--- src/rtl/swap_retry_pkg.sv ---
package swap_retry_pkg;

  // Host register offsets
  localparam logic [7:0] OFF_RETRY = 8'h08;
  localparam logic [7:0] OFF_SWAP_NEW = 8'h0c;
  localparam logic [7:0] OFF_SWAP_EXP = 8'h10;
  localparam logic [7:0] OFF_SWAP_CTL = 8'h14;

  // Field positions and widths
  localparam int LIMIT_W = 4;
  localparam int PHYS_LIMIT_LSB = 8;
  localparam int ATRESP_LIMIT_LSB = 4;
  localparam int ATREQ_LIMIT_LSB = 0;
  localparam int LIMITS_W = 12;
  localparam int DONE_BIT = 31;
  localparam int SEL_W = 2;

  // Reset values
  localparam logic [LIMITS_W-1:0] LIMITS_RST = 12'h000;
  localparam logic [31:0] SWAP_WORD_RST = 32'h0000_0000;
  localparam logic DONE_RST = 1'b1;
  localparam logic [SEL_W-1:0] SEL_RST = 2'h0;

  // Transmit unit index
  localparam int UNIT_AT_REQ = 0;
  localparam int UNIT_AT_RESP = 1;
  localparam int UNIT_PHYS_RESP = 2;
  localparam int NUM_UNITS = 3;

  typedef enum logic [1:0] {
    RES_BUS_MANAGER_ID = 2'h0,
    RES_BANDWIDTH_AVAILABLE = 2'h1,
    RES_CHANNELS_AVAILABLE_HI = 2'h2,
    RES_CHANNELS_AVAILABLE_LO = 2'h3
  } bus_resource_t;

  typedef enum logic [1:0] {
    SW_IDLE = 2'b01,
    SW_BUSY = 2'b10
  } swap_state_t;

  typedef struct packed {
    logic wr;
    logic rd;
    logic [7:0] addr;
    logic [31:0] wdata;
  } host_req_t;

  typedef struct packed {
    logic valid;
    logic [31:0] data;
  } host_rsp_t;

  typedef struct packed {
    logic start;
    logic ack;
    logic retryable;
  } tx_event_t;

  typedef struct packed {
    logic retry;
    logic exhausted;
  } tx_verdict_t;

  typedef struct packed {
    swap_state_t sw;
    logic [LIMITS_W-1:0] limits;
    logic [31:0] swap_new;
    logic [31:0] swap_exp;
    logic done;
    logic [SEL_W-1:0] sel;
    logic hit;
    logic [3:0][31:0] res;
    logic [NUM_UNITS-1:0][LIMIT_W-1:0] cnt;
    logic [NUM_UNITS-1:0] retry;
    logic [NUM_UNITS-1:0] exhausted;
    host_rsp_t rsp;
  } regs_t;

endpackage

--- src/rtl/async_retry_and_csr_swap_regs.sv ---
`timescale 1ns/1ps
`default_nettype none

module async_retry_and_csr_swap_regs
  import swap_retry_pkg::*;
#(
  parameter logic [3:0][31:0] RES_RST = '0
) (
  // Clock and reset
  input wire logic ref_clk_in,
  input wire logic rst_b_in,
  // Host register port
  input wire host_req_t host_req_in,
  output host_rsp_t host_rsp_out,
  // Transmit units
  input wire tx_event_t [NUM_UNITS-1:0] tx_event_in,
  output tx_verdict_t [NUM_UNITS-1:0] tx_verdict_out,
  // Bus-management resources
  output logic [3:0][31:0] bus_resource_out,
  output logic swap_match_out
);

  localparam regs_t RST_STATE = '{
    sw: SW_IDLE,
    limits: LIMITS_RST,
    swap_new: SWAP_WORD_RST,
    swap_exp: SWAP_WORD_RST,
    done: DONE_RST,
    sel: SEL_RST,
    hit: 1'b0,
    res: RES_RST,
    cnt: '0,
    retry: '0,
    exhausted: '0,
    rsp: '0
  };

  regs_t q;
  regs_t d;

  function automatic logic [LIMIT_W-1:0] limit_of(
    input logic [LIMITS_W-1:0] lim,
    input int unit
  );
    logic [LIMIT_W-1:0] r;
    r = '0;
    case (unit)
      UNIT_AT_REQ: r = lim[ATREQ_LIMIT_LSB +: LIMIT_W];
      UNIT_AT_RESP: r = lim[ATRESP_LIMIT_LSB +: LIMIT_W];
      UNIT_PHYS_RESP: r = lim[PHYS_LIMIT_LSB +: LIMIT_W];
      default: r = '0;
    endcase
    return r;
  endfunction

  function automatic logic [31:0] read_word(
    input regs_t s,
    input logic [7:0] addr
  );
    logic [31:0] w;
    w = 32'h0000_0000;
    case (addr)
      // Upper twenty bits stay zero: no dual-phase retry, reserved
      OFF_RETRY: w[LIMITS_W-1:0] = s.limits;
      OFF_SWAP_NEW: w = s.swap_new;
      OFF_SWAP_EXP: w = s.swap_exp;
      OFF_SWAP_CTL: begin
        w[DONE_BIT] = s.done;
        w[SEL_W-1:0] = s.sel;
      end
      default: w = 32'h0000_0000;
    endcase
    return w;
  endfunction

  always_comb begin
    d = q;
    d.rsp.valid = 1'b0;
    d.retry = '0;
    d.exhausted = '0;

    if (host_req_in.rd) begin
      d.rsp.valid = 1'b1;
      d.rsp.data = read_word(q, host_req_in.addr);
    end

    if (host_req_in.wr) begin
      case (host_req_in.addr)
        OFF_RETRY: d.limits = host_req_in.wdata[LIMITS_W-1:0];
        OFF_SWAP_NEW: d.swap_new = host_req_in.wdata;
        OFF_SWAP_EXP: d.swap_exp = host_req_in.wdata;
        OFF_SWAP_CTL: begin
          // Ignored while busy, so finishing never races a new clear
          if (q.sw == SW_IDLE) begin
            d.done = 1'b0;
            d.sel = host_req_in.wdata[SEL_W-1:0];
            d.sw = SW_BUSY;
          end
        end
        default: d.sw = q.sw;
      endcase
    end

    // Compare and store in one cycle, so nothing can slip in between
    case (q.sw)
      SW_IDLE: d.sw = d.sw;
      SW_BUSY: begin
        d.hit = (q.res[q.sel] == q.swap_exp);
        if (q.res[q.sel] == q.swap_exp) begin
          d.res[q.sel] = q.swap_new;
        end
        d.done = 1'b1;
        d.sw = SW_IDLE;
      end
      default: d.sw = SW_IDLE;
    endcase

    for (int u = 0; u < NUM_UNITS; u++) begin
      if (tx_event_in[u].start) begin
        d.cnt[u] = '0;
      end else if (tx_event_in[u].ack && tx_event_in[u].retryable) begin
        if (q.cnt[u] < limit_of(q.limits, u)) begin
          d.cnt[u] = 4'(q.cnt[u] + 4'h1);
          d.retry[u] = 1'b1;
        end else begin
          d.exhausted[u] = 1'b1;
        end
      end
    end
  end

  always_ff @(posedge ref_clk_in) begin
    if (!rst_b_in) begin
      q <= RST_STATE;
    end else begin
      q <= d;
    end
  end

  assign host_rsp_out = q.rsp;
  assign bus_resource_out = q.res;
  assign swap_match_out = q.hit;

  always_comb begin
    for (int k = 0; k < NUM_UNITS; k++) begin
      tx_verdict_out[k].retry = q.retry[k];
      tx_verdict_out[k].exhausted = q.exhausted[k];
    end
  end

  genvar gu;

  for (gu = 0; gu < NUM_UNITS; gu++) begin : g_chk

  end
endmodule

`default_nettype wire

--- config.mk ---
export PLATFORM = sky130hd
export DESIGN_NAME = async_retry_and_csr_swap_regs
export DESIGN_NICKNAME = d
export VERILOG_FILES = /design/src/rtl/swap_retry_pkg.sv /design/src/rtl/async_retry_and_csr_swap_regs.sv
export SDC_FILE = /design/constraint.sdc
export NUM_CORES = 1
export LEC_CHECK = 0
export BUFFER_PORTS_ARGS = -buffer_cell sky130_fd_sc_hd__clkbuf_2
export CAP_MARGIN = 30
export CORE_UTILIZATION = 43
export DETAILED_ROUTE_END_ITERATION = 8
export SYNTH_ARGS = -nofsm -noshare
export SYNTH_HDL_FRONTEND = slang
export SYNTH_SLANG_ARGS = --single-unit
--- constraint.sdc ---
create_clock -name ref_clk_in -period 4.9 [get_ports ref_clk_in]
set_input_delay 0.98 -clock ref_clk_in [delete_from_list [all_inputs] [get_ports ref_clk_in]]
set_output_delay 0.98 -clock ref_clk_in [all_outputs]
set_load 0.1 [all_outputs]
Yosys cells after proc, flatten, opt, wreduce, memory -nomap -nowiden
Index checks and enable logic that the tools add are counted.

Register bits: 261. Input bits: 53.

Muxes and demuxes: 22. Reductions and logical operators: 20. Equality and inequality tests: 7. Add/sub/neg operators: 3. Order comparisons: 5. Bitwise operators: 4.

Operator list (number): 128-bit bitwise mux (1); 32-bit binary-select mux with 2-bit select (1); 32-bit demux with 2-bit select (1); 32-bit two-way mux (2); 19-bit case mux with 2 select lines (1); 33-bit two-way mux (1); 32-bit equality test (1); 10-bit case mux with 3 select lines (1); 4-bit two-way mux (6); 8-bit by 4-bit equality test with 1-bit output, second input constant (2); 8-bit by 5-bit equality test with 1-bit output, second input constant (2); 2-bit AND reduction (8); 4-bit by 1-bit adder with 4-bit output, second input constant (3); 4-bit < comparator (3); 3-bit OR reduction (3); 2-bit case mux with 4 select lines (1); 2-bit OR reduction (4); 1-bit two-way mux (6); 1-bit logical AND (4); 1-bit NOT (4); 2-bit by 3-bit < comparator with 1-bit output, second input constant (1); 1-bit case mux with 3 select lines (1); 3-bit AND reduction (1); 2-bit by 1-bit equality test with 1-bit output, second input constant (1); 2 further kinds (2).

Longest topological paths before layout
Depth after elaboration: 5. Gate-level depth with buffers: 12.

Worst setup path after synthesis
Ideal clock, no wire load.

Kind: input port to flip-flop. Start point: input port host_req_in[37] in the netlist's numbering. End point: register q (netlist bit host_rsp_out[21]). Data arrival time: 2.798 ns. Setup slack: 2.043 ns. Cell stages on the path: 9. Path buffers: 2. Required time: 4.841 ns. Cell sequence: nor3_1 nand2_1 nor3b_1 and2_1 clkbuf_1 buf_1 a22oi_1 nand2_1 o211a_1.

Cells in the longest elaborated chain, start to end: 2. Elaborated cells between the ends (all ways): 3. Classes of those cells: eq/ne (2); mux (1).

RTL lines: start, declared (RTL line async_retry_and_csr_swap_regs.sv:13) `input wire host_req_t host_req_in,`; 8-bit by 5-bit equality test with 1-bit output / 8-bit by 4-bit equality test with 1-bit output (equally long branches) (RTL line async_retry_and_csr_swap_regs.sv:62) `case (addr)`; 19-bit case mux with 2 select lines (*) (RTL line async_retry_and_csr_swap_regs.sv:62); end signal, assigned (RTL line async_retry_and_csr_swap_regs.sv:134) `q <= RST_STATE;`; end signal, assigned (RTL line async_retry_and_csr_swap_regs.sv:136) `q <= d;`; end, declared (RTL line async_retry_and_csr_swap_regs.sv:38) `regs_t q;`.

Every way passes the cells marked *; elsewhere a longest branch is shown, timed or not. A chain may end at the register's enable or synchronous reset.

Worst setup path after layout
Start point: register q[181] in the netlist's numbering. End point: register q (netlist bit bus_resource_out[10]).

Cells in the longest elaborated chain, start to end: 5. Elaborated cells between the ends (all ways): 10. Classes of those cells: order compare (2); eq/ne (1); mux (5); reduce/logical (2).

RTL lines: 2-bit by 3-bit < comparator with 1-bit output (implied by the code) / 2-bit by 1-bit >= comparator with 1-bit output (equally long branches) (RTL line async_retry_and_csr_swap_regs.sv:110) `d.res[q.sel] = q.swap_new;`; 1-bit logical AND (implied by the code) (RTL line async_retry_and_csr_swap_regs.sv:110); 32-bit two-way mux (implied by the code) (RTL line async_retry_and_csr_swap_regs.sv:110); 32-bit demux with 2-bit select (RTL line async_retry_and_csr_swap_regs.sv:110); 128-bit bitwise mux (RTL line async_retry_and_csr_swap_regs.sv:110).

Parallel ways exist; a longest one is shown, timed or not. The select of a mux whose other input is x is not followed.

==> impl_results.md <==
- Number of synthesized register bits: between 200 and 300
- Register area share after synthesis: 40.6%
- Clk Latency, worst-skew pair: ~0.56 ns
- Initial Utilization: 44.2%
- # setup viols final: 0
- CP max FO: 25
- Hold path start: bus_resource_out[55]
- Worst Clk Skew: 0.0122 ns
- Synth top area cells: dfxtp_1 (41%), mux2i_1 (13%), buf_4 (10%), nand2_1 (9.5%), a21boi_0 (3.7%)
- CP endpoint: bus_resource_out[10]
- # resized after CTS: 0
- Pint: 3520 uW
- Slew HR: 41.2%
- Largest net degree at the start of global routing: 120
- Sw Share: 23.0%
- Clock tree buffer depth: 3
- Number of global-route vias before repair: 8,866
- Hold Vio Cnt, Final: 0
- R2R Setup Slk: 1.18 ns
- Capture point of the worst reg-to-reg path: bus_resource_out[10]
- Core ar.: 0.0291 mm2
- Worst min path class: flop to flop
- Clk pwr share: 48.9%
- WL/cell: ~20 um
- DP HPWL: 26,500 um
- Yosys cell types: 51
- PwrDens: 328 mW/mm2
- Worst Tran Pin Value: around 0.9 ns
- CTS H-tree lvls: 1
- CP Capture Type: flop
- # hold bufs at CTS: 0
- Post-Syn Nets: 1,439
- Leak pwr: 0.00571 uW
- CP Launch Point: q[181]
- Top cells by count, synth: nand2_1 (326), dfxtp_1 (261), buf_4 (172), mux2i_1 (172), a21boi_0 (64)
- Via count: 9,414
- Synth top area share: between 40% and 50%
- Antenna-violating nets left: 0
- Worst vdd ir: 0.269 mV
- Inst Count DP: 1,745
- Fin Setup TNS: 0 ns
- Initial DRC count: 700
- Nets: 1,458
- Number of CTS-inserted buffers: 30
- Die W: 175 um
- Clk pin slew, worst setup/hold paths: 0.06 ns
- DIE AREA: 0.0306 mm2
- Post-synth EDFFs: 0
- RSZ-0062 raised after global routing: false
- Reg2reg start: q[181]
- PortBufs: 220
- Post-synth top flop: dfxtp_1
- Worst EP arrival: 4.20 ns
- MaxCap Viol Count: 0
- Synth-to-Final Area Change: 8.38%
- Initial antenna violation count: 1
- I/O pin cnt: approximately 220
- Final worst path period share: 76.0%
- Status: complete, no violations
- First-pass GRT wire length: 54,000 um
- Mapped Area: 0.0129 mm2
- Combinational Power Share: 4.3%
- Die span in y: 175 um
- Top-count cell post-synth: nand2_1
- Vias per cell: 5.24
- Power share of the sequential group: 46.8%
- DRC viols: 0
- NetSw: 1050 uW
- Final GP Congestion: 0.868
- Rows: 62
- F_max: 269 MHz
- Clock net sink count: 261
- CTS Root Cell: clkbuf_16
- Leading area contributor after synthesis: dfxtp_1
- R2r worst-path depth: 9
- Gate Count Post-Synth: 1,374
- Yosys warnings: 0
- ANT cells: 0
- Total track usage: 22.9%
- CP Data Required Time: 5.37 ns
- Avg Cell Area, Syn: 9.36 um2
- Tmin final: 3.72 ns
- Postcts setup bufs: 0
- Crit start category: flop
- Remaining global-route overflow: 0
- Critical path type: flop to flop
- Cell Count, Final, Fillers Out: 1,798
- CTS tree: built
- Drt total wl: around 36,000 um
- Ys async rst share: 0%
- DRT Pass-1 Iters: 6
- Layout cells sized above 1: 22.7%
- Slew Viols, Final: 0
==> area by class of cell <==
class	count	area, um2
timing repair buffer	242	1320
fill	2782	15100
clock inverter	5	58.8
multi-input combinational	844	5870
sequential	261	5230
tap	384	480
inverter	14	52.6
clock buffer	48	930
==> power groups by stage <==
| stage | sequential, uW | combinational [uW] | clock (uW) |
|---|---|---|---|
| after floorplan | 2180 | 149 | 0 |
| after detailed placement | 2190 | 197 | 0 |
| after CTS | 2140 | 197 | 2260 |
| final | 2140 | 197 | 2230 |
| after global routing | 2140 | 207 | 2350 |
| after global placement | 2190 | 196 | 0 |
==> cell usage in the layout (no fill, tap or decap), drive strengths merged, types with 7 or more instances in the layout <==
| master | count |
|---|---|
| nand2b | 7 |
| a22oi | 33 |
| a21boi | 64 |
| buf | 23 |
| a21oi | 13 |
| inv | 14 |
| mux2i | 172 |
| nand4 | 7 |
| xor2 | 8 |
| nor2b | 41 |
| mux4 | 19 |
| o211a | 22 |
| nor2 | 18 |
| clkbuf | 267 |
| o2bb2ai | 11 |
| dfxtp | 261 |
| ha | 12 |
| nand2 | 326 |
| xnor2 | 31 |
==> critical path: stages, from the launching register on <==
cell	delay (ns)
dfxtp_2	0.78
buf_12	0.28
mux2i_1	0.33
o22ai_1	0.12
a2111oi_0	0.39
a31oi_1	0.13
nor4b_4	0.41
and4_2	0.71
buf_12	0.26
mux2i_1	0.20
==> worst min path at each step <==
stage	end	slack, ns	depth (start not counted)
after detailed placement	bus_resource_out[55]	0.47	2
after global placement	bus_resource_out[1]	0.46	2
final	bus_resource_out[55]	0.47	2
after global routing	host_rsp_out[26]	0.50	1
after CTS	bus_resource_out[55]	0.48	2
after floorplan	bus_resource_out[48]	0.44	2
==> logic make-up (layout without fill, tap and decap cells) <==
kind of cell             Yosys count  after routing  synth area share, %
AND/OR/NAND/NOR                  422            422                 14.1
buffers and inverters            269            309                 13.8
flip-flops                       261            261                 40.6
multiplexers                     196            196                 17.1
AO/OA/AOI/OAI                    175            175                 10.5
XOR/XNOR                          39             39                 2.66
adder cells (fa/ha/maj)           12             12                 1.17
==> metrics by stage <==
| step | hold WS (ns) | setup WS, ns | total power [uW] | cell area [um2] | util [%] |
|---|---|---|---|---|---|
| after floorplan | 0.445 | 2.04 | 2330 | 12900 | - |
| after global placement | 0.459 | 1.20 | 2380 | 13000 | 44.5 |
| after global routing | 0.496 | 0.902 | 4700 | 13900 | 47.9 |
| final | 0.475 | 1.18 | 4570 | 13900 | 47.9 |
| after CTS | 0.476 | 1.17 | 4590 | 13900 | 47.9 |
| after detailed placement | 0.467 | 1.15 | 2380 | 13000 | 44.5 |
==> registers in the layout (all words and copies together), names as in the netlist <==
register and count:
host_rsp_out 33, tx_verdict_out 6, bus_resource_out 128, q 93, swap_match_out 1
==> metal layers <==
layer / wire (um) / vias to the layer above / track usage [%] / part of all wire, %
met3: 2070 / 51 / 3.83 / 5.7
met5: 16 / - / 0 / 0.044
li1: - / 4517 / - / -
met1: 16800 / 4549 / 32.2 / 47
met4: 918 / 2 / 7.03 / 2.6
met2: 16200 / 295 / 35.8 / 45
Note: power is estimated with default switching activity, not from simulation.
